`config.mk`:
```
export PLATFORM = sky130hd
export DESIGN_NAME = drive_config_reboot_regs
export DESIGN_NICKNAME = d
export VERILOG_FILES = /design/src/logic/drive_cfg_pkg.sv /design/src/logic/drive_config_reboot_regs.sv
export SDC_FILE = /design/constraint.sdc
export NUM_CORES = 1
export LEC_CHECK = 0
export BUFFER_PORTS_ARGS = -buffer_cell sky130_fd_sc_hd__buf_2
export CORE_ASPECT_RATIO = 1.2
export CORE_MARGIN = 2
export CORE_UTILIZATION = 55
export CTS_CLUSTER_SIZE = 28
export DETAILED_ROUTE_END_ITERATION = 16
export HOLD_SLACK_MARGIN = 0.12
export PLACE_DENSITY = 0.75
export SLEW_MARGIN = 20
export SYNTH_ARGS = -nofsm -noshare
export SYNTH_HDL_FRONTEND = slang
export SYNTH_SLANG_ARGS = --single-unit
```
`constraint.sdc`:
```
create_clock -name i_clk_sys -period 2.9 [get_ports i_clk_sys]
set_input_delay 0.145 -clock i_clk_sys [delete_from_list [all_inputs] [get_ports i_clk_sys]]
set_output_delay 0.145 -clock i_clk_sys [all_outputs]
set_load 0.005 [all_outputs]
```
`src/logic/drive_cfg_pkg.sv`:
```
// constants shared by the drive configuration register bank
package drive_cfg_pkg;
	// ----------------------------------------------------------------
	// object addresses (index and subindex)
	// ----------------------------------------------------------------
	localparam logic [15:0] IDX_BOOT = 16'h2800;
	localparam logic [15:0] IDX_SUBMODE = 16'h3202;
	localparam logic [15:0] IDX_FB_SEL = 16'h3203;
	localparam logic [7:0] SUB_COUNT = 8'h00;
	localparam logic [7:0] SUB_REBOOT_TRIGGER = 8'h01;
	localparam logic [7:0] SUB_REBOOT_DELAY = 8'h02;
	localparam logic [7:0] SUB_BOOT_HW = 8'h03;
	localparam logic [7:0] SUB_FB_FIRST = 8'h01;
	localparam logic [7:0] SUB_FB_LAST = 8'h04;
	// ----------------------------------------------------------------
	// reset values and fixed read values
	// ----------------------------------------------------------------
	localparam logic [7:0] REBOOT_ENTRY_COUNT = 8'h03;
	localparam logic [7:0] FB_SEL_COUNT = 8'h04;
	localparam int FB_NUM = 4;
	localparam logic [31:0] REBOOT_MAGIC = 32'h746f6f62;
	localparam logic [31:0] SUBMODE_RESET = 32'h00000000;
	localparam logic [31:0] REBOOT_TRIGGER_RESET = 32'h00000000;
	localparam logic [31:0] REBOOT_DELAY_RESET = 32'h00000000;
	localparam logic [31:0] BOOT_HW_RESET = 32'h00000000;
	localparam logic [7:0] FB_SEL_RESET = 8'h00;
	// ----------------------------------------------------------------
	// field positions
	// ----------------------------------------------------------------
	localparam int BOOT_NO_SHORT_BIT = 0;
	localparam int SM_LOOP_SELECT = 0;
	localparam int SM_VELOCITY_RAMP = 1;
	localparam int SM_BRAKE = 2;
	localparam int SM_CURRENT_CUT = 3;
	localparam int SM_ROTOR_ALIGN = 4;
	localparam int SM_TORQUE = 5;
	localparam int SM_BRUSHLESS = 6;
	localparam int SM_SLOW = 7;
	localparam int FB_ROLE_POS = 0;
	localparam int FB_ROLE_VEL = 1;
	localparam int FB_ROLE_COMM = 2;
	// sensor number of the always present sensorless feedback
	localparam logic [2:0] FB_SENSORLESS = 3'h1;
	localparam logic [2:0] FB_NONE = 3'h0;
	// ----------------------------------------------------------------
	// timing
	// ----------------------------------------------------------------
	localparam int CLK_HZ = 100_000_000;
	localparam int MS_PER_S = 1000;
	localparam int MS_TICK_CYCLES = CLK_HZ / MS_PER_S;
	// ----------------------------------------------------------------
	// commutation start-up states
	// ----------------------------------------------------------------
	typedef enum logic [1:0] {
		ST_OPEN = 2'b00,
		ST_ALIGN = 2'b01,
		ST_WAIT_INDEX = 2'b10,
		ST_CLOSED = 2'b11
	} comm_state_t;
endpackage

```
`src/logic/drive_config_reboot_regs.sv`:
```
// reboot, submode and feedback selection register bank of the drive
`timescale 1ns/1ps

module drive_config_reboot_regs #(
	parameter int MS_TICK = drive_cfg_pkg::MS_TICK_CYCLES
) (
	input wire logic i_clk_sys,
	input wire logic i_arst_n,
	input wire logic i_wr_en,
	input wire logic i_rd_en,
	input wire logic [15:0] i_index,
	input wire logic [7:0] i_subindex,
	input wire logic [31:0] i_wdata,
	input wire logic i_op_enabled,
	input wire logic i_torque_mode,
	input wire logic i_comm_has_index,
	input wire logic i_align_done,
	input wire logic i_enc_index,
	output logic [31:0] o_rdata,
	output logic o_rd_valid,
	output logic o_access_err,
	output logic o_reboot_req,
	output logic o_reboot_pending,
	output logic o_boot_winding_short,
	output logic o_loop_select,
	output logic o_comm_closed,
	output logic o_rotor_align_auto,
	output logic o_velocity_ramp_emulation,
	output logic o_auto_brake,
	output logic o_open_loop_current_cut,
	output logic o_torque_only,
	output logic o_brushless_motor_type,
	output logic o_slow_speed,
	output logic [2:0] o_pos_src,
	output logic [2:0] o_vel_src,
	output logic [2:0] o_comm_src
);
	// ----------------------------------------------------------------
	// address decode
	// ----------------------------------------------------------------
	logic hit_boot;
	logic hit_submode;
	logic hit_fb;
	logic fb_sub_ok;
	logic mapped;
	logic writable;
	logic [1:0] fb_sel_idx;

	assign hit_boot = (i_index == drive_cfg_pkg::IDX_BOOT) &&
		(i_subindex <= drive_cfg_pkg::SUB_BOOT_HW);
	assign hit_submode = (i_index == drive_cfg_pkg::IDX_SUBMODE) &&
		(i_subindex == drive_cfg_pkg::SUB_COUNT);
	assign fb_sub_ok = (i_subindex <= drive_cfg_pkg::SUB_FB_LAST);
	assign hit_fb = (i_index == drive_cfg_pkg::IDX_FB_SEL) && fb_sub_ok;
	assign mapped = hit_boot || hit_submode || hit_fb;
	// count entries are read only
	assign writable = hit_submode ||
		((hit_boot || hit_fb) && (i_subindex != drive_cfg_pkg::SUB_COUNT));
	assign fb_sel_idx = 2'(i_subindex - drive_cfg_pkg::SUB_FB_FIRST);

	// ----------------------------------------------------------------
	// storage
	// ----------------------------------------------------------------
	logic [31:0] submode;
	logic [31:0] reboot_trigger;
	logic [31:0] reboot_delay_ms;
	logic [31:0] boot_hw_setting;
	logic [7:0] fb_sel [drive_cfg_pkg::FB_NUM];
	logic [7:0] fb_act [drive_cfg_pkg::FB_NUM];
	logic wr_ok;
	logic magic_wr;

	assign wr_ok = i_wr_en && writable;
	assign magic_wr = wr_ok && hit_boot &&
		(i_subindex == drive_cfg_pkg::SUB_REBOOT_TRIGGER) &&
		(i_wdata == drive_cfg_pkg::REBOOT_MAGIC);

	always_ff @(posedge i_clk_sys or negedge i_arst_n) begin
		if (!i_arst_n) begin
			submode <= drive_cfg_pkg::SUBMODE_RESET;
		end else if (wr_ok && hit_submode) begin
			submode <= i_wdata;
			// the loop choice cannot move under a running drive
			if (i_op_enabled) begin
				submode[drive_cfg_pkg::SM_LOOP_SELECT] <=
					submode[drive_cfg_pkg::SM_LOOP_SELECT];
			end
		end
	end

	always_ff @(posedge i_clk_sys or negedge i_arst_n) begin
		if (!i_arst_n) begin
			reboot_trigger <= drive_cfg_pkg::REBOOT_TRIGGER_RESET;
			reboot_delay_ms <= drive_cfg_pkg::REBOOT_DELAY_RESET;
			boot_hw_setting <= drive_cfg_pkg::BOOT_HW_RESET;
		end else if (wr_ok && hit_boot) begin
			case (i_subindex)
				drive_cfg_pkg::SUB_REBOOT_TRIGGER: begin
					reboot_trigger <= i_wdata;
				end
				drive_cfg_pkg::SUB_REBOOT_DELAY: begin
					reboot_delay_ms <= i_wdata;
				end
				drive_cfg_pkg::SUB_BOOT_HW: begin
					boot_hw_setting <= i_wdata;
				end
				default: begin
					reboot_trigger <= reboot_trigger;
				end
			endcase
		end
	end

	always_ff @(posedge i_clk_sys or negedge i_arst_n) begin
		if (!i_arst_n) begin
			for (int k = 0; k < drive_cfg_pkg::FB_NUM; k++) begin
				fb_sel[k] <= drive_cfg_pkg::FB_SEL_RESET;
			end
		end else if (wr_ok && hit_fb) begin
			fb_sel[fb_sel_idx] <= i_wdata[7:0];
		end
	end

	// ----------------------------------------------------------------
	// active selection copy
	// ----------------------------------------------------------------
	logic op_enabled_q;

	always_ff @(posedge i_clk_sys or negedge i_arst_n) begin
		if (!i_arst_n) begin
			op_enabled_q <= 1'b0;
		end else begin
			op_enabled_q <= i_op_enabled;
		end
	end

	// outside operation the copy tracks the buffer; it freezes on entry
	always_ff @(posedge i_clk_sys or negedge i_arst_n) begin
		if (!i_arst_n) begin
			for (int k = 0; k < drive_cfg_pkg::FB_NUM; k++) begin
				fb_act[k] <= drive_cfg_pkg::FB_SEL_RESET;
			end
		end else if (!op_enabled_q) begin
			fb_act <= fb_sel;
		end
	end

	// ----------------------------------------------------------------
	// read path
	// ----------------------------------------------------------------
	logic [31:0] next_rdata;

	always_comb begin
		next_rdata = 32'h00000000;
		if (hit_submode) begin
			next_rdata = submode;
		end else if (hit_boot) begin
			case (i_subindex)
				drive_cfg_pkg::SUB_COUNT: begin
					next_rdata = {24'h000000,
						drive_cfg_pkg::REBOOT_ENTRY_COUNT};
				end
				drive_cfg_pkg::SUB_REBOOT_TRIGGER: begin
					next_rdata = reboot_trigger;
				end
				drive_cfg_pkg::SUB_REBOOT_DELAY: begin
					next_rdata = reboot_delay_ms;
				end
				default: begin
					next_rdata = boot_hw_setting;
				end
			endcase
		end else if (hit_fb) begin
			if (i_subindex == drive_cfg_pkg::SUB_COUNT) begin
				next_rdata = {24'h000000,
					drive_cfg_pkg::FB_SEL_COUNT};
			end else begin
				next_rdata = {24'h000000, fb_sel[fb_sel_idx]};
			end
		end
	end

	always_ff @(posedge i_clk_sys or negedge i_arst_n) begin
		if (!i_arst_n) begin
			o_rdata <= 32'h00000000;
			o_rd_valid <= 1'b0;
			o_access_err <= 1'b0;
		end else begin
			o_rd_valid <= i_rd_en;
			o_access_err <= (i_rd_en && !mapped) ||
				(i_wr_en && !writable);
			if (i_rd_en) begin
				o_rdata <= next_rdata;
			end
		end
	end

	// ----------------------------------------------------------------
	// delayed reboot
	// ----------------------------------------------------------------
	logic [31:0] ms_prescale;
	logic [31:0] ms_left;
	logic ms_tick;

	assign ms_tick = (ms_prescale == 32'(MS_TICK - 1));

	// the prescaler restarts at the magic write so a full ms is counted
	always_ff @(posedge i_clk_sys or negedge i_arst_n) begin
		if (!i_arst_n) begin
			ms_prescale <= 32'h00000000;
		end else if (magic_wr || ms_tick || !o_reboot_pending) begin
			ms_prescale <= 32'h00000000;
		end else begin
			ms_prescale <= ms_prescale + 32'h00000001;
		end
	end

	always_ff @(posedge i_clk_sys or negedge i_arst_n) begin
		if (!i_arst_n) begin
			o_reboot_pending <= 1'b0;
			ms_left <= 32'h00000000;
			o_reboot_req <= 1'b0;
		end else begin
			o_reboot_req <= 1'b0;
			if (magic_wr) begin
				ms_left <= reboot_delay_ms;
				o_reboot_pending <= 1'b1;
			end else if (o_reboot_pending && ms_left == 32'h00000000) begin
				o_reboot_pending <= 1'b0;
				o_reboot_req <= 1'b1;
			end else if (o_reboot_pending && ms_tick) begin
				ms_left <= ms_left - 32'h00000001;
			end
		end
	end

	assign o_boot_winding_short =
		!boot_hw_setting[drive_cfg_pkg::BOOT_NO_SHORT_BIT];

	// ----------------------------------------------------------------
	// commutation start-up
	// ----------------------------------------------------------------
	logic index_meta;
	logic index_sync;
	logic need_align;
	drive_cfg_pkg::comm_state_t comm_state;

	// index pulse comes from the encoder pin
	always_ff @(posedge i_clk_sys or negedge i_arst_n) begin
		if (!i_arst_n) begin
			index_meta <= 1'b0;
			index_sync <= 1'b0;
		end else begin
			index_meta <= i_enc_index;
			index_sync <= index_meta;
		end
	end

	assign need_align = submode[drive_cfg_pkg::SM_ROTOR_ALIGN] ||
		!i_comm_has_index;

	// start-up runs once per loop selection: alignment when needed, else index wait; a loop switch restarts it
	always_ff @(posedge i_clk_sys or negedge i_arst_n) begin
		if (!i_arst_n) begin
			comm_state <= drive_cfg_pkg::ST_OPEN;
		end else if (!o_loop_select) begin
			comm_state <= drive_cfg_pkg::ST_OPEN;
		end else begin
			case (comm_state)
				drive_cfg_pkg::ST_OPEN: begin
					comm_state <= need_align ? drive_cfg_pkg::ST_ALIGN :
						drive_cfg_pkg::ST_WAIT_INDEX;
				end
				drive_cfg_pkg::ST_ALIGN: begin
					if (i_align_done) begin
						comm_state <= drive_cfg_pkg::ST_CLOSED;
					end
				end
				drive_cfg_pkg::ST_WAIT_INDEX: begin
					if (index_sync) begin
						comm_state <= drive_cfg_pkg::ST_CLOSED;
					end
				end
				drive_cfg_pkg::ST_CLOSED: begin
					comm_state <= drive_cfg_pkg::ST_CLOSED;
				end
				default: begin
					comm_state <= drive_cfg_pkg::ST_OPEN;
				end
			endcase
		end
	end

	assign o_loop_select = submode[drive_cfg_pkg::SM_LOOP_SELECT];
	assign o_comm_closed = (comm_state == drive_cfg_pkg::ST_CLOSED);
	assign o_rotor_align_auto = (comm_state == drive_cfg_pkg::ST_ALIGN);

	// ----------------------------------------------------------------
	// submode controls
	// ----------------------------------------------------------------
	assign o_velocity_ramp_emulation =
		submode[drive_cfg_pkg::SM_VELOCITY_RAMP];
	assign o_auto_brake = submode[drive_cfg_pkg::SM_BRAKE];
	assign o_open_loop_current_cut =
		submode[drive_cfg_pkg::SM_CURRENT_CUT] && !o_comm_closed;
	assign o_torque_only =
		submode[drive_cfg_pkg::SM_TORQUE] && i_torque_mode;
	assign o_brushless_motor_type =
		submode[drive_cfg_pkg::SM_BRUSHLESS];
	assign o_slow_speed =
		submode[drive_cfg_pkg::SM_SLOW] && o_comm_closed;

	// ----------------------------------------------------------------
	// feedback source search
	// ----------------------------------------------------------------
	// sensor 1 is the fallback when no other sensor claims a role
	function automatic logic [2:0] find_src(input int role);
		logic [2:0] src;
		src = drive_cfg_pkg::FB_SENSORLESS;
		for (int k = drive_cfg_pkg::FB_NUM - 1; k >= 1; k--) begin
			if (fb_act[k][role]) begin
				src = 3'(k + 1);
			end
		end
		return src;
	endfunction

	always_ff @(posedge i_clk_sys or negedge i_arst_n) begin
		if (!i_arst_n) begin
			o_pos_src <= drive_cfg_pkg::FB_SENSORLESS;
			o_vel_src <= drive_cfg_pkg::FB_SENSORLESS;
			o_comm_src <= drive_cfg_pkg::FB_NONE;
		end else begin
			o_pos_src <= find_src(drive_cfg_pkg::FB_ROLE_POS);
			o_vel_src <= find_src(drive_cfg_pkg::FB_ROLE_VEL);
			o_comm_src <= o_loop_select ?
				find_src(drive_cfg_pkg::FB_ROLE_COMM) :
				drive_cfg_pkg::FB_NONE;
		end
	end
endmodule // drive_config_reboot_regs

```
# Word-level counts from Yosys, hierarchy flattened
# Cells that the tools add are included.
# totals
input_bits,65
elab_cells,127
reg_bits,283
# op_classes
magnitude_cmp,4
n_reduce_logical,44
n_bitwise,2
n_addsub,3
muxes,34
eq_ne,14
# op_table
op,count
2-to-1 mux 32 bit,6
case mux 32 bit (3 select lines),1
== test 16 x 14 -> 1 bit (second input constant),3
2-to-1 mux 8 bit,5
adder 32 x 1 -> 32 bit (second input constant),1
bitwise mux 32 bit,1
== test 32 x 17 -> 1 bit (second input constant),1
== test 32 x 31 -> 1 bit (second input constant),1
logical NOT 32 bit,1
subtractor 32 x 1 -> 32 bit (second input constant),1
2-to-1 mux 3 bit,10
logical AND 1 bit,18
binary-select mux 8 bit (select 2 bit),1
demux 8 bit (select 2 bit),1
== test 8 x 2 -> 1 bit (second input constant),2
AND reduction 2 bit,6
== test 8 x 1 -> 1 bit (second input constant),1
<= comparator 8 x 2 -> 1 bit (second input constant),1
<= comparator 8 x 3 -> 1 bit (second input constant),1
logical NOT 8 bit,1
logical OR 1 bit,8
2-to-1 mux 2 bit,4
case mux 2 bit (4 select lines),1
nonzero test 8 bit,1
13 further kinds,24

# Logic depth before layout (Yosys ltp)
# Gate-level depths: netlist of run 1.
# logic_depth
depth_word,12
depth_mapped,11

# Least setup slack after synthesis of run 1
# No wires, ideal clock.
# synth_timing
kind,reg-to-reg
start,register ms_left[27]
end,register ms_left[6]
setup_time_ns,0.137
arrival_ns,2.427
path_stages_with_launch,9
setup_slack_ns,0.336
n_path_buf,2
cell_sequence,dfrtp_1 > or4_4 > or4_4 > buf_6 > or4_4 > buf_6 > nand4_1 > xor2_1 > a21oi_1
# synth_via
elab_chain_len,4
# synth_lines
item,line_no,rtl
"start, declared",drive_config_reboot_regs.sv:202,logic [31:0] ms_left;
"start signal, assigned",drive_config_reboot_regs.sv:226,ms_left <= reboot_delay_ms;
"start signal, assigned",drive_config_reboot_regs.sv:232,ms_left <= ms_left - 32'h00000001;
logical NOT 32 bit,drive_config_reboot_regs.sv:228,end else if (o_reboot_pending && ms_left == 32'h00000000) begin
logical AND 1 bit,drive_config_reboot_regs.sv:228,
!= test 2 bit (no line),-,
AND reduction 2 bit (no line),-,
# Every way passes these cells.
# A chain may end at the register's enable or synchronous reset.

# Worst setup path after layout of run 1
# layout_timing
start,register ms_left[22]
end,register ms_left[3]
# Same word-level chain as after synthesis.

==> flow_metrics.py, run 1 <==
metrics = {
    "floorplanning": {
        "core_mm2": 0.0232,
        "rows": 61,
        "die_h_um": 172,
        "start_util_pct": 55.9,
        "die_w_um": 144,
        "io_pins": 120,
        "dieArea_mm2": 0.0248,
    },
    "timing": {
        "slew_viol_final": 0,
        "rsz0062_at_grt": "no",
        "finalSetupViolCount": 0,
        "clock_skew_ns": 0.0128,
        "min_period_over_period_pct": 91.3,
        "setup_tns_ns": 0,
        "fmax_mhz": 378,
        "slew-limit-headroom_pct": 44.5,
        "report.final.hold_viol_count": 0,
        "fin_crit_ns": 2.65,
        "timing.hold.ws_ns": 0.181,
        "worstMarginPinSlew_ns": 0.826,
    },
    "placed_design": {
        "gp_congestion": 0.880,
        "port_buffers": 119,
        "hpwlAfterDp_um": 19500,
    },
    "clocking": {
        "cts_buffers": 28,
        "cts_max_path_buffers": 3,
        "clk_pin_slew_worst_paths_ns": 0.06,
        "cts_resized": 0,
        "clkLatencyLatePin_ns": 0.54,
        "h-tree-depth": 1,
        "clockRootBuffer": "clkbuf_16",
        "hold_buffers": 40,
        "cts_sinks": 283,
        "cts_tree": "yes",
        "cts_setup_buffers": 0,
    },
    "setup_path": {
        "crit_arrival_ns": 3.07,
        "critPathCaptureType": "flop",
        "crit_path_max_fanout": 6,
        "r2r_end": "ms_left[3]",
        "crit_type": "flop to flop",
        "r2r_start": "ms_left[22]",
        "required_ns": 3.32,
        "reg2reg_slack_ns": 0.25,
        "start_kind": "flop",
        "reg2reg_depth": 6,
    },
    "logic_synthesis": {
        "ys_warn_count": 0,
        "synthArstFlopShare_pct": 100,
        "synth-adder-area-share_pct": 0.578,
        "synth-edff-count": 0,
        "ys_types": 54,
        "netlist_instances": 1124,
        "synthMuxAreaShare_pct": 16.1,
        "synth_xor_area_share_pct": 4.05,
        "synth_compound_area_share_pct": 8.51,
        "yosysSeqAreaShare_pct": 54.6,
        "ys_ff_latch": 283,
        "synth_area_mm2": 0.0130,
        "avgSynthCellArea_um2": 11.5,
        "yosys.area_share.simple_pct": 13.6,
        "synth-main-ff-cell": "dfrtp_1",
        "synth_fp_nets": 1195,
        "synth_top_family_by_area": "multiplexers",
    },
    "global_route": {
        "grt_max_degree": 93,
        "grt.total_usage_pct": 24.6,
        "grt_pass1_vias": 9724,
        "antenna_found_initial": 2,
        "grt_pass1_wl_um": 49100,
        "grt-ovfl-total": 0,
    },
    "route": {
        "drt-total-wl_um": 29800,
        "first_pass_iters": 7,
        "ant_nets": 0,
        "drt_iter0_drc": 577,
        "vias_per_cell": 5.89,
        "route.detailed.drc": 0,
        "wl_per_cell_um": 18.4,
        "num_vias": 9534,
    },
    "finish": {
        "multiInputGateArea_mm2": 0.00558,
        "nFillCells": 1763,
        "seq_area_mm2": 0.00708,
        "area_growth_pct": 19.2,
        "mostFrequentLayoutCells": "dfrtp_1, mux2_2, nor2_1, buf_2, a21oi_1",
        "mostFrequentLayoutCell": "dfrtp_1",
        "fin_nets": 1353,
        "final_layout_size_suffix_gt1_share_pct": 30.6,
    },
    "job": {
        "drv_cap": 0,
    },
    "power_and_ir_drop": {
        "p_per_area_mw_per_mm2": 537,
        "peakVddDrop_v": 0.000476,
        "p_leak_uw": 0.00711,
    },
    "min_path": {
        "hp-class": "input port to flop",
        "hp-start": "i_subindex[2]",
        "hold_end": "o_rdata[2]",
        "hold_depth": 6,
    },
    "run_status": {
        "outcome": "finished, final reports clean",
    },
}
## logic make-up after synthesis
family	count (synthesis)
flip-flops	283
XOR/XNOR	60
buffers and inverters	80
AO/OA/AOI/OAI	177
AND/OR/NAND/NOR	340
multiplexers	178
adder cells (fa/ha/maj)	6
## cells in the mapped netlist, types with 7 or more instances
master    number  share of area (%)
a21oi_1       66                2.5
a222oi_1       7               0.54
a22oi_1       55                3.2
and3_1        11               0.53
buf_2         13               0.50
clkbuf_1      42                1.2
dfrtp_1      281                 54
inv_1         17               0.49
mux2_2       170                 15
mux4_2         8                1.4
nand2_1       55                1.6
nand3_1       20               0.77
nand4_1       14               0.67
nand4b_1      10               0.67
nor2_1       120                3.5
nor3_1        23               0.89
nor4_1        24                1.2
o21ai_0       33                1.3
or3_1         11               0.53
xnor2_1       34                2.3
xor2_1        26                1.8
## routing by layer
layer / up-vias / global-route usage, % / routed length, um
li1: 4386 / - / -
met5: - / 0 / 8
met4: 2 / 7.68 / 762
met2: 251 / 43.1 / 15400
met1: 4828 / 31.8 / 12300
met3: 67 / 3.27 / 1300
## how the worst max path moves through the flow
stage / startpoint / endpoint / cells past startpoint
detailed placement: i_index[15] / fb_sel[15] / 7
floorplan: ms_left[27] / ms_left[6] / 8
CTS: ms_left[22] / ms_left[3] / 6
global route: ms_left[0] / ms_left[3] / 8
finish: ms_left[22] / ms_left[3] / 6
global placement: i_index[15] / fb_sel[15] / 7
## flip-flops by register name (all words and copies together) (netlist names)
name              flops
reboot_trigger       32
o_vel_src             3
ms_prescale          32
o_rd_valid            1
index_meta            1
o_reboot_pending      1
o_rdata              32
reboot_delay_ms      32
comm_state            2
submode              32
o_pos_src             3
index_sync            1
ms_left              32
o_reboot_req          1
o_access_err          1
op_enabled_q          1
boot_hw_setting      32
o_comm_src            3
fb_act                9
fb_sel               32
## layout make-up
cell class / instances / area share (%)
Antenna cell: 1 / 0.0162
Clock buffer: 41 / 5.56
Clock inverter: 11 / 1.08
Inverter: 17 / 0.413
Multi-Input combinational cell: 761 / 36.0
Sequential cell: 283 / 45.8
Tap cell: 315 / 2.55
Timing Repair Buffer: 191 / 8.54
## worst max-delay path, stage by stage, from the launching register on
cell	delay (ns)
dfrtp_1	0.39
or4_1	0.60
or3_1	0.48
nor4_2	0.64
nor4_1	0.15
xnor2_1	0.19
a21oi_1	0.08
## metrics by stage
step | worst slack [ns] | instances | power (uW) | instance area [um2] | util (%)
after floorplan | 0.336 | 1124 | 4160 | 13000 | -
after global placement | 0.293 | 1527 | 4390 | 14000 | 60.5
after detailed placement | 0.217 | 1527 | 4400 | 14000 | 60.5
after CTS | 0.233 | 1619 | 8370 | 15500 | 66.7
after global routing | 0.0456 | 1620 | 8580 | 15500 | 66.7
final | 0.254 | 1620 | 8300 | 15500 | 66.7
## power breakdown
group / switching (uW) / internal [uW] / leakage, uW
sequential: 18.1 / 3980 / 0.00370
combinational: 227 / 137 / 0.00291
clock: 1530 / 2410 / 0.000498
Power figures use the tool's default switching activity.
==> run 2, diff against run 1 <==
==> constraint.sdc (replaced) <==
create_clock -name i_clk_sys -period 2.9 [get_ports i_clk_sys]
set_input_delay 0.29 -clock i_clk_sys [delete_from_list [all_inputs] [get_ports i_clk_sys]]
set_output_delay 0.29 -clock i_clk_sys [all_outputs]
set_load 0.005 [all_outputs]
==> flow_metrics.py, run 2 (synthesized netlist as in run 1, its figures left out) <==
metrics = {
    "timing": {
        "slew-limit-headroom_pct": 52.5,
        "min_period_over_period_pct": 91.6,
        "worstMarginPinSlew_ns": 0.713,
        "timing.hold.ws_ns": 0.139,
        "fmax_mhz": 377,
        "report.final.hold_viol_count": 0,
        "rsz0062_at_grt": "no",
        "slew_viol_final": 0,
        "setup_ws_ns": 0.245,
        "finalSetupViolCount": 0,
        "fin_crit_ns": 2.66,
        "clock_skew_ns": 0.0142,
        "setup_tns_ns": 0,
    },
    "placed_design": {
        "port_buffers": 119,
        "hpwlAfterDp_um": 20100,
        "placed_area_mm2": 0.0141,
        "place_ws_ns": 0.204,
        "gp_congestion": 0.883,
    },
    "floorplanning": {
        "die_w_um": 144,
        "rows": 61,
        "die_h_um": 172,
        "dieArea_mm2": 0.0248,
        "io_pins": 120,
        "start_util_pct": 55.9,
        "core_mm2": 0.0232,
    },
    "power_and_ir_drop": {
        "p_per_area_mw_per_mm2": 536,
        "p_leak_uw": 0.00708,
        "peakVddDrop_v": 0.000430,
    },
    "setup_path": {
        "required_ns": 3.33,
        "crit_type": "flop to flop",
        "start_kind": "flop",
        "crit_path_max_fanout": 6,
        "crit_arrival_ns": 3.08,
        "critPathCaptureType": "flop",
        "reg2reg_depth": 6,
    },
    "min_path": {
        "hp-class": "input port to flop",
        "hold_depth": 2,
    },
    "global_route": {
        "grt_max_degree": 72,
        "grt.total_usage_pct": 24.5,
        "grt_pass1_wl_um": 49000,
        "antenna_found_initial": 1,
        "grt-ovfl-total": 0,
        "grt_pass1_vias": 9866,
    },
    "clocking": {
        "cts_tree": "yes",
        "cts_buffers": 29,
        "clockRootBuffer": "clkbuf_16",
        "clk_pin_slew_worst_paths_ns": 0.06,
        "h-tree-depth": 1,
        "cts_sinks": 283,
        "cts_resized": 0,
        "cts_max_path_buffers": 3,
        "clkLatencyLatePin_ns": 0.53,
    },
    "route": {
        "first_pass_iters": 5,
        "num_vias": 9493,
        "ant_nets": 0,
        "wl_met3_um": 1240,
        "drt-total-wl_um": 29600,
        "drt_iter0_drc": 624,
        "route.detailed.drc": 0,
        "wl_per_cell_um": 18.3,
        "vias_per_cell": 5.89,
        "maxUsedRoutingLayer": "met4",
        "wl_met2_um": 15200,
        "wirelength_met1_um": 12500,
    },
    "finish": {
        "nFillCells": 1756,
        "mostFrequentLayoutCell": "dfrtp_1",
        "final_layout_size_suffix_gt1_share_pct": 30.8,
        "area_growth_pct": 18.3,
        "mostFrequentLayoutCells": "dfrtp_1, mux2_2, nor2_1, buf_2, a21oi_1",
        "fin_nets": 1346,
        "design_area_mm2": 0.0154,
    },
    "job": {
        "drv_cap": 0,
    },
    "run_status": {
        "outcome": "finished, final reports clean",
    },
}
==> run 2: cell types whose count changed in the layout (fill, tap and decap cells not counted), moves of 2 or more <==
cell,before,now
dlygate4sd3_1,40,28
clkbuf_1,3,8
buf_4,26,30
clkinvlp_4,3,0
clkbuf_8,9,7
==> run 2: final cells by class <==
class,instances,area [um2],share of cell area (%)
sequential,283,7080,46.1
clock buffer,44,852,5.55
clock inverter,9,149,0.970
multi-input combinational,761,5580,36.3
antenna,1,2.50,0.0163
inverter,17,63.8,0.416
tap,315,394,2.57
timing repair buffer,183,1230,8.02
==> run 2: what timing repair did <==
action | CTS | global route
hold buffers | 28 | 0
buffers inserted | 0 | 0
endpoints found under the hold margin | 164 | 0
==> run 2: path summary, 6_finish.rpt <==
kind                                   from            to  slack, ns
worst min register to register   index_meta    index_sync       0.36
worst max-delay path            ms_left[22]    ms_left[8]       0.24
max in group asynchronous          i_arst_n  o_pos_src[0]       1.70
worst min-delay path             i_wdata[3]    submode[3]       0.14
min in group asynchronous          i_arst_n   submode[20]       0.31
worst max register to register  ms_left[22]    ms_left[8]       0.24
==> run 2: worst max-delay path: stages, from the launching register on <==
cell	delay [ns]
dfrtp_1	0.40
or4_1	0.62
or3_1	0.47
or4_4	0.61
nand3_2	0.12
o41ai_1	0.08
a31oi_1	0.25
==> run 2: stage by stage <==
stage	total power [uW]	util [%]	std cells
2_1_floorplan	4160	-	1124
3_3_place_gp	4390	60.6	1531
3_5_place_dp	4400	60.6	1531
4_1_cts	8290	66.2	1612
5_1_grt	8500	66.2	1613
6_report	8230	66.2	1613
==> run 2: report_power, final <==
part           switching [uW]  internal (uW)
combinational             225            127
clock                    1510           2370
sequential               19.5           3980
total                    1750           6480
==> run 2: routing by layer <==
metal  vias to the layer above  GRT usage, %
met1                      4858          31.9
met3                        47          3.49
li1                       4362             -
met5                         -             0
met4                         0          6.75
met2                       226          43.0
==> run 3, diff against run 2 <==
--- a/config.mk
+++ b/config.mk
@@ -6,13 +6,16 @@
 export NUM_CORES = 1
 export LEC_CHECK = 0
 export BUFFER_PORTS_ARGS = -buffer_cell sky130_fd_sc_hd__buf_2
+export CELL_PAD_IN_SITES_DETAIL_PLACEMENT = 0
+export CELL_PAD_IN_SITES_GLOBAL_PLACEMENT = 2
 export CORE_ASPECT_RATIO = 1.2
 export CORE_MARGIN = 2
-export CORE_UTILIZATION = 55
+export CORE_UTILIZATION = 42
+export CTS_BUF_LIST = sky130_fd_sc_hd__clkbuf_8
 export CTS_CLUSTER_SIZE = 28
 export DETAILED_ROUTE_END_ITERATION = 16
 export HOLD_SLACK_MARGIN = 0.12
-export PLACE_DENSITY = 0.75
+export PLACE_DENSITY_LB_ADDON = 0.1
 export SLEW_MARGIN = 20
 export SYNTH_ARGS = -nofsm -noshare
 export SYNTH_HDL_FRONTEND = slang
==> flow_metrics.py, run 3 (synthesized netlist as in run 1, its figures left out) <==
metrics = {
    "run_status": {
        "outcome": "finished, final reports clean",
    },
    "route": {
        "route.detailed.drc": 0,
        "ant_nets": 0,
        "drt_iter0_drc": 489,
        "drt-total-wl_um": 32700,
        "vias_per_cell": 5.42,
        "wl_per_cell_um": 18.8,
        "num_vias": 9431,
        "first_pass_iters": 5,
    },
    "clocking": {
        "clockRootBuffer": "clkbuf_8",
        "h-tree-depth": 2,
        "cts_max_path_buffers": 3,
        "cts_buffers": 48,
        "cts_tree": "yes",
        "cts_setup_buffers": 0,
        "clk_pin_slew_worst_paths_ns": 0.06,
        "clkLatencyLatePin_ns": 0.59,
        "hold_buffers": 38,
        "cts_sinks": 283,
        "cts_resized": 0,
    },
    "floorplanning": {
        "rows": 70,
        "die_h_um": 197,
        "die_w_um": 164,
        "io_pins": 120,
        "core_mm2": 0.0305,
        "dieArea_mm2": 0.0323,
        "start_util_pct": 42.6,
    },
    "setup_path": {
        "crit_path_max_fanout": 50,
        "crit_arrival_ns": 3.14,
        "cp_top_family": "simple AND/OR/NAND/NOR gates",
        "cp_slowest_stage_delay_ns": 0.70,
        "critPathCaptureType": "flop",
        "crit_buf_inv": 4,
        "crit_type": "input port to flop",
        "crit_path_top_delay_cell": "or4b_2",
        "required_ns": 3.34,
        "start_kind": "input port",
        "path_cells": "dlygate4sd3_1 -> buf_2 -> or4b_2 -> nor4_1 -> nand4b_1 -> buf_4 -> buf_12 -> nor2_1 -> a21oi_1",
    },
    "finish": {
        "seq_area_mm2": 0.00708,
        "nFillCells": 2827,
        "fin_nets": 1380,
        "utilization_pct": 51.2,
        "final_layout_size_suffix_gt1_share_pct": 31.8,
        "multiInputGateArea_mm2": 0.00558,
        "mostFrequentLayoutCell": "dfrtp_1",
        "area_growth_pct": 20.3,
        "mostFrequentLayoutCells": "dfrtp_1, mux2_2, nor2_1, buf_2, a21oi_1",
        "diodes": 0,
    },
    "placed_design": {
        "port_buffers": 119,
        "gp_congestion": 0.790,
        "hpwlAfterDp_um": 22100,
    },
    "timing": {
        "worstMarginPinSlew_ns": 0.668,
        "fin_crit_ns": 2.69,
        "fmax_mhz": 371,
        "slew-limit-headroom_pct": 55.5,
        "setup_tns_ns": 0,
        "finalSetupViolCount": 0,
        "min_period_over_period_pct": 92.9,
        "rsz0062_at_grt": "no",
        "report.final.hold_viol_count": 0,
        "slew_viol_final": 0,
        "clock_skew_ns": 0.0308,
    },
    "power_and_ir_drop": {
        "p_leak_uw": 0.00723,
        "peakVddDrop_v": 0.000380,
        "p_per_area_mw_per_mm2": 517,
    },
    "global_route": {
        "grt.total_usage_pct": 21.0,
        "antenna_found_initial": 1,
        "grt-ovfl-total": 0,
        "grt_max_degree": 71,
        "grt_pass1_wl_um": 53200,
        "grt_pass1_vias": 9846,
    },
    "job": {
        "drv_cap": 0,
    },
    "min_path": {
        "hp-class": "input port to flop",
    },
}
==> run 3: where the power goes <==
part	total, uW	switching [uW]	internal (uW)	leakage (uW)
clock	3700	1630	2060	0.000572
sequential	4000	20.7	3980	0.00370
combinational	366	229	137	0.00296
==> run 3: final timing paths <==
path	startpoint	to	slack (ns)	depth (start not counted)
worst max-delay path	i_wdata[3]	ms_left[13]	0.21	9
worst min-delay path	i_comm_has_index	comm_state[0]	0.17	4
worst max register to register	ms_left[22]	ms_left[6]	0.28	6
worst min register to register	index_meta	index_sync	0.35	0
max in group asynchronous	i_arst_n	o_pos_src[0]	1.84	3
min in group asynchronous	i_arst_n	ms_prescale[26]	0.26	2
==> run 3: worst register-to-register path: stages (launching register included) <==
cell	delay (ns)
dfrtp_1	0.39
or4_1	0.60
or3_1	0.48
or4_4	0.61
nand4_1	0.14
xor2_1	0.16
a21oi_1	0.09
==> run 3: final cells by class <==
class	count	area share [%]
Clock inverter	24	1.00
Sequential cell	283	45.4
Inverter	17	0.409
Timing Repair Buffer	198	8.93
Multi-Input combinational cell	761	35.7
Clock buffer	61	5.38
Tap cell	396	3.17
==> run 3: routing by layer <==
| metal | vias to the layer above | routed length [um] | GRT usage (%) |
|---|---|---|---|
| li1 | 4437 | - | - |
| met1 | 4786 | 14300 | 27.4 |
| met2 | 150 | 16500 | 35.7 |
| met3 | 56 | 1240 | 3.83 |
| met4 | 2 | 618 | 5.64 |
| met5 | - | 13 | 0 |
==> run 3: stage by stage <==
stage	hold slack [ns]	instance area, um2	total power [uW]	instances	setup WS [ns]
2_1_floorplan	-0.00559	13000	4160	1124	0.336
3_3_place_gp	0.280	14200	4410	1617	0.0677
3_5_place_dp	0.283	14200	4410	1617	0.0731
4_1_cts	0.121	15600	8200	1740	0.158
5_1_grt	0.151	15600	8420	1740	0.0540
6_report	0.167	15600	8070	1740	0.205
